### src/inc/lpmcg_pkg.sv
// Constants and types of the operating-mode clock gating controller
`default_nettype none
package lpmcg_pkg;

  typedef enum logic [2:0] {
    LPMCG_RUN   = 3'b000,
    LPMCG_SL0   = 3'b001,
    LPMCG_SL1   = 3'b010,
    LPMCG_SL2   = 3'b011,
    LPMCG_SL3   = 3'b100,
    LPMCG_SL4   = 3'b101,
    LPMCG_SL5   = 3'b110
  } lpmcg_mode_t;

  typedef enum logic [1:0] {
    LPMCG_SRC_SLOW = 2'b00,
    LPMCG_SRC_FAST = 2'b01,
    LPMCG_SRC_EXT  = 2'b10
  } lpmcg_src_t;

  // Power and oscillator controls derived from the effective mode
  typedef struct packed {
    logic cpu_off;
    logic core_pwr;
    logic fast_osc_en;
    logic slow_osc_en;
    logic [1:0] aclk_src;
    logic [1:0] sub_clk_src;
  } lpmcg_ctl_t;

  localparam int ADDR_W = 8;
  localparam int DATA_W = 32;
  localparam int RET_BYTES = 8;

  localparam logic [7:0] OFS_CTRL = 8'h00;
  localparam logic [7:0] OFS_STATUS = 8'h04;
  localparam logic [7:0] OFS_RET0 = 8'h10;
  localparam logic [7:0] OFS_RET1 = 8'h14;

  // Control register fields
  localparam int CTRL_MODE_LSB = 0;
  localparam int CTRL_ASRC_LSB = 4;
  localparam int CTRL_SSRC_LSB = 6;

  // Status register fields
  localparam int STAT_MODE_LSB = 0;
  localparam int STAT_AWAKE = 3;
  localparam int STAT_MCLK = 4;
  localparam int STAT_SUBCLK = 5;
  localparam int STAT_ACLK = 6;
  localparam int STAT_PWR = 7;
  localparam int STAT_PIN = 8;

  localparam logic [2:0] RST_MODE = 3'h0;
  localparam logic [1:0] RST_SRC = 2'h0;
  localparam logic [7:0] RST_RET = 8'h00;

endpackage
`default_nettype wire

### src/hw/lpmcg_ctrl.sv
// Operating-mode controller driving clock gates and power switches
`timescale 1ns/100ps
`default_nettype none
module lpmcg_ctrl (
  input wire logic clk_sys,
  input wire logic rst,
  input wire logic [lpmcg_pkg::ADDR_W-1:0] reg_addr,
  input wire logic [lpmcg_pkg::DATA_W-1:0] reg_wdata,
  input wire logic reg_wr,
  input wire logic reg_rd,
  output logic [lpmcg_pkg::DATA_W-1:0] reg_rdata,
  input wire logic irq_req,
  input wire logic irq_return,
  input wire logic deep_sleep_pin,
  input wire logic mclk_lvl,
  input wire logic subsystem_clock_lvl,
  input wire logic aclk_lvl,
  output logic cpu_off,
  output logic mclk_en,
  output logic subsystem_clock_en,
  output logic aclk_en,
  output logic [1:0] aclk_src,
  output logic [1:0] subsystem_clock_src,
  output logic fast_oscillator_en,
  output logic slow_oscillator_en,
  output logic osc_1k_en,
  output logic core_pwr_en,
  output logic retention_pwr_en
);

  // ---------------------------------------------------------------
  // Helpers
  // ---------------------------------------------------------------
  function automatic logic [1:0] remap_src(input logic [2:0] mode,
                                           input logic [1:0] src);
    logic lowonly;
    lowonly = (mode == lpmcg_pkg::LPMCG_SL1) ||
              (mode == lpmcg_pkg::LPMCG_SL3);
    if (lowonly && src == lpmcg_pkg::LPMCG_SRC_FAST) begin
      remap_src = lpmcg_pkg::LPMCG_SRC_SLOW;
    end else begin
      remap_src = src;
    end
  endfunction

  function automatic logic valid_mode(input logic [2:0] m);
    valid_mode = (m <= lpmcg_pkg::LPMCG_SL5);
  endfunction

  // ---------------------------------------------------------------
  // Registers
  // ---------------------------------------------------------------
  logic [2:0] sel_mode_reg;
  logic [1:0] asrc_reg;
  logic [1:0] ssrc_reg;
  logic awake_reg;
  logic awake_next;
  logic [2:0] eff_mode_reg;
  logic [2:0] eff_mode_next;
  lpmcg_pkg::lpmcg_ctl_t ctl_reg;
  lpmcg_pkg::lpmcg_ctl_t ctl_next;
  logic mclk_en_reg;
  logic sub_clk_en_reg;
  logic aclk_en_reg;
  logic [lpmcg_pkg::DATA_W-1:0] rdata_reg;
  logic [lpmcg_pkg::DATA_W-1:0] rdata_next;
  logic [7:0] ret_mem [lpmcg_pkg::RET_BYTES];

  wire wr_ctrl = reg_wr && (reg_addr == lpmcg_pkg::OFS_CTRL);
  wire wr_ret0 = reg_wr && (reg_addr == lpmcg_pkg::OFS_RET0);
  wire wr_ret1 = reg_wr && (reg_addr == lpmcg_pkg::OFS_RET1);
  wire [2:0] wr_mode = reg_wdata[lpmcg_pkg::CTRL_MODE_LSB +: 3];
  wire sleeping = (sel_mode_reg != lpmcg_pkg::LPMCG_RUN);

  // ---------------------------------------------------------------
  // Mode selection and wake
  // ---------------------------------------------------------------
  always_ff @(posedge clk_sys or posedge rst) begin
    if (rst) begin
      sel_mode_reg <= lpmcg_pkg::RST_MODE;
      asrc_reg <= lpmcg_pkg::RST_SRC;
      ssrc_reg <= lpmcg_pkg::RST_SRC;
    end else if (wr_ctrl) begin
      if (valid_mode(wr_mode)) begin
        sel_mode_reg <= wr_mode;
      end
      asrc_reg <= reg_wdata[lpmcg_pkg::CTRL_ASRC_LSB +: 2];
      ssrc_reg <= reg_wdata[lpmcg_pkg::CTRL_SSRC_LSB +: 2];
    end
  end

  // Wake holds until interrupt return; a new request while sleeping wins the clear
  assign awake_next = (irq_req && sleeping) ? 1'b1 :
                      irq_return ? 1'b0 : awake_reg;

  // Level five only while the activation pin allows it
  assign eff_mode_next = awake_reg ? lpmcg_pkg::LPMCG_RUN :
    (sel_mode_reg == lpmcg_pkg::LPMCG_SL5 && !deep_sleep_pin) ?
      lpmcg_pkg::LPMCG_SL4 : sel_mode_reg;

  // ---------------------------------------------------------------
  // Power and oscillator decode
  // ---------------------------------------------------------------
  logic aclk_want;
  logic sub_clk_want;
  logic mclk_want;
  logic [1:0] asrc_eff;
  logic [1:0] ssrc_eff;
  assign mclk_want = (eff_mode_next == lpmcg_pkg::LPMCG_RUN);
  assign sub_clk_want = (eff_mode_next <= lpmcg_pkg::LPMCG_SL1);
  assign aclk_want = (eff_mode_next <= lpmcg_pkg::LPMCG_SL3);
  assign asrc_eff = remap_src(eff_mode_next, asrc_reg);
  assign ssrc_eff = remap_src(eff_mode_next, ssrc_reg);

  always_comb begin
    ctl_next.cpu_off = (eff_mode_next != lpmcg_pkg::LPMCG_RUN);
    ctl_next.core_pwr = (eff_mode_next != lpmcg_pkg::LPMCG_SL5);
    ctl_next.aclk_src = asrc_eff;
    ctl_next.sub_clk_src = ssrc_eff;
    // Oscillators run only for a clock that is wanted
    ctl_next.fast_osc_en = mclk_want ||
      (aclk_want && asrc_eff == lpmcg_pkg::LPMCG_SRC_FAST) ||
      (sub_clk_want && ssrc_eff == lpmcg_pkg::LPMCG_SRC_FAST);
    ctl_next.slow_osc_en =
      (aclk_want && asrc_eff == lpmcg_pkg::LPMCG_SRC_SLOW) ||
      (sub_clk_want && ssrc_eff == lpmcg_pkg::LPMCG_SRC_SLOW);
  end

  always_ff @(posedge clk_sys or posedge rst) begin
    if (rst) begin
      awake_reg <= 1'b0;
      eff_mode_reg <= lpmcg_pkg::RST_MODE;
      ctl_reg <= '{1'b0, 1'b1, 1'b1, 1'b1, 2'h0, 2'h0};
    end else begin
      awake_reg <= awake_next;
      eff_mode_reg <= eff_mode_next;
      ctl_reg <= ctl_next;
    end
  end

  // ---------------------------------------------------------------
  // Glitch-free gates: change only while the clock sits low
  // ---------------------------------------------------------------
  always_ff @(posedge clk_sys or posedge rst) begin
    if (rst) begin
      mclk_en_reg <= 1'b1;
      sub_clk_en_reg <= 1'b1;
      aclk_en_reg <= 1'b1;
    end else begin
      if (!mclk_lvl) mclk_en_reg <= mclk_want;
      if (!subsystem_clock_lvl) sub_clk_en_reg <= sub_clk_want;
      if (!aclk_lvl) aclk_en_reg <= aclk_want;
    end
  end

  // ---------------------------------------------------------------
  // Retention RAM, always powered, cleared only by reset
  // ---------------------------------------------------------------
  genvar gi;
  generate
    for (gi = 0; gi < lpmcg_pkg::RET_BYTES; gi++) begin : g_ret
      localparam int WORD = gi / 4;
      localparam int LANE = gi % 4;
      always_ff @(posedge clk_sys or posedge rst) begin
        if (rst) begin
          ret_mem[gi] <= lpmcg_pkg::RST_RET;
        end else if ((WORD == 0) ? wr_ret0 : wr_ret1) begin
          ret_mem[gi] <= reg_wdata[LANE*8 +: 8];
        end
      end
    end
  endgenerate

  // ---------------------------------------------------------------
  // Register read
  // ---------------------------------------------------------------
  always_comb begin
    rdata_next = '0;
    if (!reg_rd) begin
      rdata_next = '0;
    end else if (reg_addr == lpmcg_pkg::OFS_CTRL) begin
      rdata_next[lpmcg_pkg::CTRL_MODE_LSB +: 3] = sel_mode_reg;
      rdata_next[lpmcg_pkg::CTRL_ASRC_LSB +: 2] = asrc_reg;
      rdata_next[lpmcg_pkg::CTRL_SSRC_LSB +: 2] = ssrc_reg;
    end else if (reg_addr == lpmcg_pkg::OFS_STATUS) begin
      rdata_next[lpmcg_pkg::STAT_MODE_LSB +: 3] = eff_mode_reg;
      rdata_next[lpmcg_pkg::STAT_AWAKE] = awake_reg;
      rdata_next[lpmcg_pkg::STAT_MCLK] = mclk_en_reg;
      rdata_next[lpmcg_pkg::STAT_SUBCLK] = sub_clk_en_reg;
      rdata_next[lpmcg_pkg::STAT_ACLK] = aclk_en_reg;
      rdata_next[lpmcg_pkg::STAT_PWR] = ctl_reg.core_pwr;
      rdata_next[lpmcg_pkg::STAT_PIN] = deep_sleep_pin;
    end else if (reg_addr == lpmcg_pkg::OFS_RET0) begin
      rdata_next = {ret_mem[3], ret_mem[2], ret_mem[1], ret_mem[0]};
    end else if (reg_addr == lpmcg_pkg::OFS_RET1) begin
      rdata_next = {ret_mem[7], ret_mem[6], ret_mem[5], ret_mem[4]};
    end
  end

  always_ff @(posedge clk_sys or posedge rst) begin
    if (rst) begin
      rdata_reg <= '0;
    end else begin
      rdata_reg <= rdata_next;
    end
  end

  // ---------------------------------------------------------------
  // Outputs
  // ---------------------------------------------------------------
  assign reg_rdata = rdata_reg;
  assign cpu_off = ctl_reg.cpu_off;
  assign core_pwr_en = ctl_reg.core_pwr;
  assign fast_oscillator_en = ctl_reg.fast_osc_en;
  assign slow_oscillator_en = ctl_reg.slow_osc_en;
  assign aclk_src = ctl_reg.aclk_src;
  assign subsystem_clock_src = ctl_reg.sub_clk_src;
  assign mclk_en = mclk_en_reg;
  assign subsystem_clock_en = sub_clk_en_reg;
  assign aclk_en = aclk_en_reg;
  assign osc_1k_en = 1'b1;
  assign retention_pwr_en = 1'b1;

  // ---------------------------------------------------------------
  // Assertions
  // ---------------------------------------------------------------
  property p_mode_write;
    @(posedge clk_sys) disable iff (rst)
    wr_ctrl && valid_mode(wr_mode) |=> sel_mode_reg == $past(wr_mode);
  endproperty
  a_mode_write: assert property (p_mode_write)
    else $error("selected mode not taken from write");

  property p_wake;
    @(posedge clk_sys) disable iff (rst)
    irq_req && sleeping |=> awake_reg ##1 !cpu_off;
  endproperty
  a_wake: assert property (p_wake)
    else $error("interrupt did not wake processor");

  property p_return;
    @(posedge clk_sys) disable iff (rst)
    awake_reg && irq_return && !irq_req |=> ##1
      eff_mode_reg == $past(sel_mode_reg, 2) || !sleeping ||
      sel_mode_reg == lpmcg_pkg::LPMCG_SL5;
  endproperty
  a_return: assert property (p_return)
    else $error("selected level not re-entered");

  property p_run_clocks;
    @(posedge clk_sys) disable iff (rst)
    mclk_want && !mclk_lvl && !aclk_lvl && !subsystem_clock_lvl
      |=> mclk_en && aclk_en && subsystem_clock_en;
  endproperty
  a_run_clocks: assert property (p_run_clocks)
    else $error("clock stopped in run state");

  property p_level0;
    @(posedge clk_sys) disable iff (rst)
    eff_mode_next == lpmcg_pkg::LPMCG_SL0 && !mclk_lvl && !aclk_lvl
      |=> cpu_off && !mclk_en && aclk_en;
  endproperty
  a_level0: assert property (p_level0)
    else $error("level zero gating wrong");

  property p_remap;
    @(posedge clk_sys) disable iff (rst)
    (eff_mode_next == lpmcg_pkg::LPMCG_SL1 ||
     eff_mode_next == lpmcg_pkg::LPMCG_SL3) &&
    asrc_reg == lpmcg_pkg::LPMCG_SRC_FAST
      |=> aclk_src == lpmcg_pkg::LPMCG_SRC_SLOW;
  endproperty
  a_remap: assert property (p_remap)
    else $error("fast source not remapped to slow");

  property p_level2;
    @(posedge clk_sys) disable iff (rst)
    eff_mode_next == lpmcg_pkg::LPMCG_SL2 && !subsystem_clock_lvl
      |=> !subsystem_clock_en && cpu_off;
  endproperty
  a_level2: assert property (p_level2)
    else $error("subsystem clock running in level two");

  property p_level4;
    @(posedge clk_sys) disable iff (rst)
    eff_mode_next == lpmcg_pkg::LPMCG_SL4 |=>
      !fast_oscillator_en && !slow_oscillator_en && osc_1k_en;
  endproperty
  a_level4: assert property (p_level4)
    else $error("oscillator running in level four");

  property p_power;
    @(posedge clk_sys) disable iff (rst)
    !core_pwr_en |-> eff_mode_reg == lpmcg_pkg::LPMCG_SL5 &&
      retention_pwr_en && $past(deep_sleep_pin);
  endproperty
  a_power: assert property (p_power)
    else $error("core power removed outside level five");

  property p_gate_low;
    @(posedge clk_sys) disable iff (rst)
    $changed(mclk_en) || $changed(aclk_en) || $changed(subsystem_clock_en)
      |-> (!$past(mclk_lvl) || !$changed(mclk_en)) &&
      (!$past(subsystem_clock_lvl) || !$changed(subsystem_clock_en)) &&
      (!$past(aclk_lvl) || !$changed(aclk_en));
  endproperty
  a_gate_low: assert property (p_gate_low)
    else $error("clock gate switched while clock high");

endmodule
`default_nettype wire

### config.mk
export PLATFORM = sky130hd
export DESIGN_NAME = lpmcg_ctrl
export DESIGN_NICKNAME = d
export VERILOG_FILES = /design/src/inc/lpmcg_pkg.sv /design/src/hw/lpmcg_ctrl.sv
export SDC_FILE = /design/constraint.sdc
export NUM_CORES = 1
export LEC_CHECK = 0
export ABC_AREA = 1
export BUFFER_PORTS_ARGS = -buffer_cell sky130_fd_sc_hd__buf_2
export CORE_ASPECT_RATIO = 1.25
export CORE_UTILIZATION = 45
export CTS_CLUSTER_SIZE = 16
export DETAILED_ROUTE_END_ITERATION = 6
export GPL_TIMING_DRIVEN = 0
export PLACE_DENSITY = 0.67
export REMOVE_ABC_BUFFERS = 1
export SYNTH_ARGS = -nofsm -noshare
export SYNTH_HDL_FRONTEND = slang
export SYNTH_SLANG_ARGS = --single-unit
### constraint.sdc
create_clock -name clk_sys -period 4.71 [get_ports clk_sys]
set_input_delay 0.2355 -clock clk_sys [delete_from_list [all_inputs] [get_ports clk_sys]]
set_output_delay 0.2355 -clock clk_sys [all_outputs]
set_load 0.005 [all_outputs]
# Word level (Yosys, flattened, before mapping)
# Cells that the tools add are included.
[word_totals]
register_bits = 118
input_bits = 50
output_inout_bits = 45
elab_cells = 76
[classes]
n_lt_le_gt_ge = 3
n_eq_ne = 11
n_mux = 15
n_reduce_logical = 24
[op_table]
columns = ["cell", "count"]
rows = [
  ["32-bit two-way mux", 3],
  ["24-bit two-way mux", 1],
  ["23-bit two-way mux", 1],
  ["8-bit by 5-bit == test with 1-bit output, second input constant", 2],
  ["1-bit logical AND", 11],
  ["3-bit two-way mux", 3],
  ["9-bit two-way mux", 1],
  ["2-bit by 1-bit == test with 1-bit output, second input constant", 4],
  ["8-bit by 3-bit == test with 1-bit output, second input constant", 1],
  ["8-bit zero test", 1],
  ["3-bit == test, second input constant", 2],
  ["3-bit less-or-equal comparator, second input constant", 2],
  ["3-bit nonzero test", 2],
  ["2-bit zero test", 2],
  ["1-bit logical OR", 4],
  ["2-bit two-way mux", 2],
  ["4-bit two-way mux", 1],
  ["3-bit by 2-bit == test with 1-bit output, second input constant", 1],
  ["3-bit by 2-bit less-or-equal comparator with 1-bit output, second input constant", 1],
  ["3-bit zero test", 1],
  ["1-bit two-way mux", 3],
  ["3-bit inequality test, second input constant", 1],
  ["2-bit AND reduction", 1],
  ["2-bit nonzero test", 1],
  ["1-bit zero test", 1],
]

# Longest topological paths before layout
[logic_depth]
ltp_word = 12
mapped_depth = 9
mapped_depth_nobuf = 9

# Worst setup path after synthesis
# OpenSTA, ideal clock, no wires.
[synth_path]
path_type = "input to register"
from = "input port reg_addr[6] in the netlist's numbering"
to = "register ret_mem[32] in the netlist's numbering"
arrival_ns = 1.080
t_required_ns = 4.589
slack_ns = 3.509
cell_stages = 8
path_cell_list = "inv_1 -> nand2_1 -> nor2_4 -> and2_4 -> nand2_4 -> buf_2 -> nand2_1 -> o21ai_1"
[synth_via]
elab_chain_cells = 2
[synth_rtl]
columns = ["item", "line", "rtl"]
rows = [
  ["start: declaration", "lpmcg_ctrl.sv:7", "input wire logic [lpmcg_pkg::ADDR_W-1:0] reg_addr,"],
  ["8-bit by 5-bit == test with 1-bit output", "lpmcg_ctrl.sv:70", "wire wr_ret0 = reg_wr && (reg_addr == lpmcg_pkg::OFS_RET0);"],
  ["1-bit logical AND", "lpmcg_ctrl.sv:70", ""],
  ["end signal: indexed assignment", "lpmcg_ctrl.sv:166", "ret_mem[gi] <= lpmcg_pkg::RST_RET;"],
  ["end signal: indexed assignment", "lpmcg_ctrl.sv:168", "ret_mem[gi] <= reg_wdata[LANE*8 +: 8];"],
  ["end: declaration", "lpmcg_ctrl.sv:67", "logic [7:0] ret_mem [lpmcg_pkg::RET_BYTES];"],
]
# Every way passes these cells.
# A chain may end at the register's enable or synchronous reset.

# Worst setup path in the final report
[layout_path]
from = "input port reg_addr[6] in the netlist's numbering"
to = "register ret_mem[20] in the netlist's numbering"
[layout_via]
elab_chain_cells = 2
[layout_rtl]
columns = ["item", "line", "rtl"]
rows = [
  ["8-bit by 5-bit == test with 1-bit output", "lpmcg_ctrl.sv:71", "wire wr_ret1 = reg_wr && (reg_addr == lpmcg_pkg::OFS_RET1);"],
  ["1-bit logical AND", "lpmcg_ctrl.sv:71", ""],
]
# Every way passes these cells.

==> results.cfg <==
[drt]
drt-total-wl_um = 10200
ant_nets = 0
via_count = 3736
dr.pass1.iters = 5
drc = 0
wl_per_cell_um = 13.2
drtIter0Drc = 235
vias_per_cell = 4.86

[setup_path]
r2r-end = fast_oscillator_en
worstReg2RegStart = sel_mode_reg[2]
setup.worst_path.end_class = flop
path_cells = buf_2 -> inv_1 -> nand2_1 -> nor2_4 -> and2_4 -> nand2_4 -> nand2_1 -> o21ai_1
r2r_slack_ns = 3.44
crit_type = input port to flop
slowest_delay_ns = 0.47
start_kind = input port
worstPathRequired_ns = 4.98
rr_worst_depth = 7
worstPathArrival_ns = 1.90
cp_common_cell = nand2_1
crit_family = simple AND/OR/NAND/NOR gates
cp_slowest_cell = nand2_4
worstPathMaxFanout = 64
critPathBufInv = 2

[power]
switching_share = 0.207
p_per_area_mw_per_mm2 = 433
total_power_w = 0.00265
pwr-share-seq = 0.407
power_leakage_nw = 3.13
peakVddDrop_uv = 293
p_sw_w = 0.000549
p_int_w = 0.00210
comb_power_share = 0.048
p_clk_frac = 0.545

[timing]
clock.fmax_mhz = 611
setup_tns_ns = 0
drv_slew = 0
setup_ws_ns = 3.07
relSlewSlack = 0.489
setup_viol = 0
period_needed_ns = 1.64
skew_ns = 0.00525
min_period_over_period = 0.347
hold_violations = 0
tightest_slew_ns = 0.764
rsz0062_at_grt = no

[clock_tree]
post_cts_buffers = 0
clock_path_buffers = 2
clock_sinks = 118
ctsResizeCount = 0
cts_tree = yes
cts_max_level = 4
cts.root.buffer_cell = clkbuf_16
clk_latency_ns = 0.41
clk_pin_slew_ns = 0.05
cts_hold_repair.buffers = 4
cts_inserted_buffers = 17

[global_routing]
grt_pass1_wl_um = 17000
first_global_vias = 3622
track_usage = 0.199
grt_use_met3 = 0.0562
grt_max_degree = 66
grt-ovfl-total = 0
met2_usage = 0.316
antenna_found_initial = 0
top_usage_layer = met2
use_met1 = 0.250

[synthesis]
syn_area_per_cell_um2 = 9.37
synthTopCellsByArea = dfrtp_1 56%, nand2_1 12%, o21ai_1 6.4%, inv_1 4.2%, a21oi_2 3.5%
synth_top_area_share = 0.564
yosysUniqueCellTypes = 24
ys_ff_latch = 118
syn-instance-count = 530
ys_seq_area_frac = 0.596
yosysWarnings = 0
netlist_area_mm2 = 0.00497
synth_largest_area_cell = dfrtp_1

[final_layout]
fill_cells = 976
top_register = ret_mem
drive_gt1_frac = 0.272
antenna_cells = 0
final_util = 0.574
area_growth_pct = 23.2
largest_register_ffs = 64
layout.nets = 673

[floorplan]
placementRows = 42
die_w_um = 96.0
core-area_mm2 = 0.0107
pin_count = 95
die-area_mm2 = 0.0115
start_util = 0.466
dieHeight_um = 119

[placement]
preCtsSetupSlack_ns = 2.63
gp_congestion = 0.796
dpl.hpwl_um = 6340
port-buffer-count = 92

[status]
status = finished clean

[min_path]
hold_path_class = input port to flop
whs_path_depth = 2
hold_path_startpoint = irq_return
min_to = awake_reg

[job]
maxCapViolCount = 0
[placed cells by master, fill, tap and decap left out]
| cell | synthesis | layout |
|---|---|---|
| clkinvlp_4 | 0 | 3 |
| nor2_1 | 14 | 14 |
| inv_2 | 7 | 7 |
| dfstp_2 | 6 | 6 |
| a21oi_1 | 13 | 13 |
| nand2_1 | 159 | 159 |
| o31ai_1 | 1 | 1 |
| clkinv_2 | 0 | 1 |
| buf_16 | 0 | 1 |
| clkbuf_16 | 0 | 17 |
| nand2_2 | 6 | 6 |
| o21ai_0 | 18 | 18 |
| clkbuf_8 | 0 | 4 |
| buf_2 | 8 | 92 |
| inv_1 | 55 | 54 |
| nand2_4 | 2 | 2 |
| clkinv_4 | 0 | 2 |
| nand4_1 | 1 | 1 |
| dfrtp_1 | 112 | 112 |
| a21oi_2 | 20 | 20 |
| nand3_1 | 19 | 19 |
| dlygate4sd3_1 | 0 | 4 |
| o211ai_1 | 2 | 2 |
| conb_1 | 1 | 2 |
| inv_4 | 0 | 1 |
| and2_4 | 2 | 2 |
| bufinv_16 | 0 | 5 |
| nor2_4 | 4 | 4 |
| o21ai_1 | 64 | 64 |
[worst max-delay path by stage]
stage,startpoint,end,depth (start not counted)
after floorplan,rst,aclk_src[0],1
after global placement,rst,ret_mem[46],2
after detailed placement,reg_addr[6],ret_mem[0],8
after CTS,reg_addr[6],ret_mem[20],8
after global routing,reg_addr[7],ret_mem[53],8
final,reg_addr[6],ret_mem[20],8
[through the flow]
step           std cells  cell area (um^2)  hold slack (ns)
2_1_floorplan        507              4750            0.310
4_1_cts              768              6120           0.0274
6_report             768              6120           0.0537
3_3_place_gp         731              5370            0.408
5_1_grt              768              6120           0.0581
3_5_place_dp         732              5400            0.391
[synthesized netlist by cell type]
cell      instances
o31ai_1           1
nand4_1           1
inv_2             7
a21oi_2          20
nor2_4            4
buf_12            3
dfrtp_1         112
conb_1            1
o21ai_1          64
and2_4            2
a21oi_1          13
nand3_1          19
nand2_1         159
o211ai_1          2
dfstp_2           6
nand2_2           6
buf_2             8
buf_6             9
inv_1            55
nor2_1           14
clkbuf_1          2
buf_4             2
o21ai_0          18
nand2_4           2
[kinds of logic (layout without fill, tap and decap cells)]
family,Yosys count,count (layout),share of synthesized area
AOI/OAI and AO/OA,118,118,0.136
other,1,2,0.000755
DFF,118,118,0.596
and+or+nand+nor,207,207,0.176
buffers and inverters,86,191,0.0919
[final cells by class]
class,instances,area (um^2),share of cell area
multi-input cells,327,1550,0.254
clock buffers,21,480,0.0785
well taps,132,165,0.0270
inverters,62,235,0.0384
repair buffers,97,528,0.0863
flip-flops and latches,118,2960,0.484
clock inverters,11,195,0.0319
[metal layers]
layer | share of wire | wire length, um | vias up
met2 | 0.50 | 5040 | 97
met3 | 0.063 | 638 | 17
met4 | 0.015 | 157 | 0
met5 | 0 | 0 | -
met1 | 0.42 | 4310 | 1761
li1 | - | - | 1861
[worst register-to-register path, cell delays in order (launching register included)]
cell	delay (ns)
dfrtp_1	0.42
inv_1	0.08
nor2_1	0.17
inv_1	0.10
nor2_1	0.20
nor2_1	0.08
nand2_1	0.07
nand3_1	0.07
[power by group through the flow]
stage / Combinational (W) / Sequential (W) / Clock [W]
2_1_floorplan: 0.0000740 / 0.00109 / 0
3_3_place_gp: 0.000121 / 0.00109 / 0
3_5_place_dp: 0.000128 / 0.00109 / 0
4_1_cts: 0.000132 / 0.00108 / 0.00147
5_1_grt: 0.000149 / 0.00108 / 0.00151
6_report: 0.000128 / 0.00108 / 0.00144
Note: power is estimated with default switching activity, not from simulation.
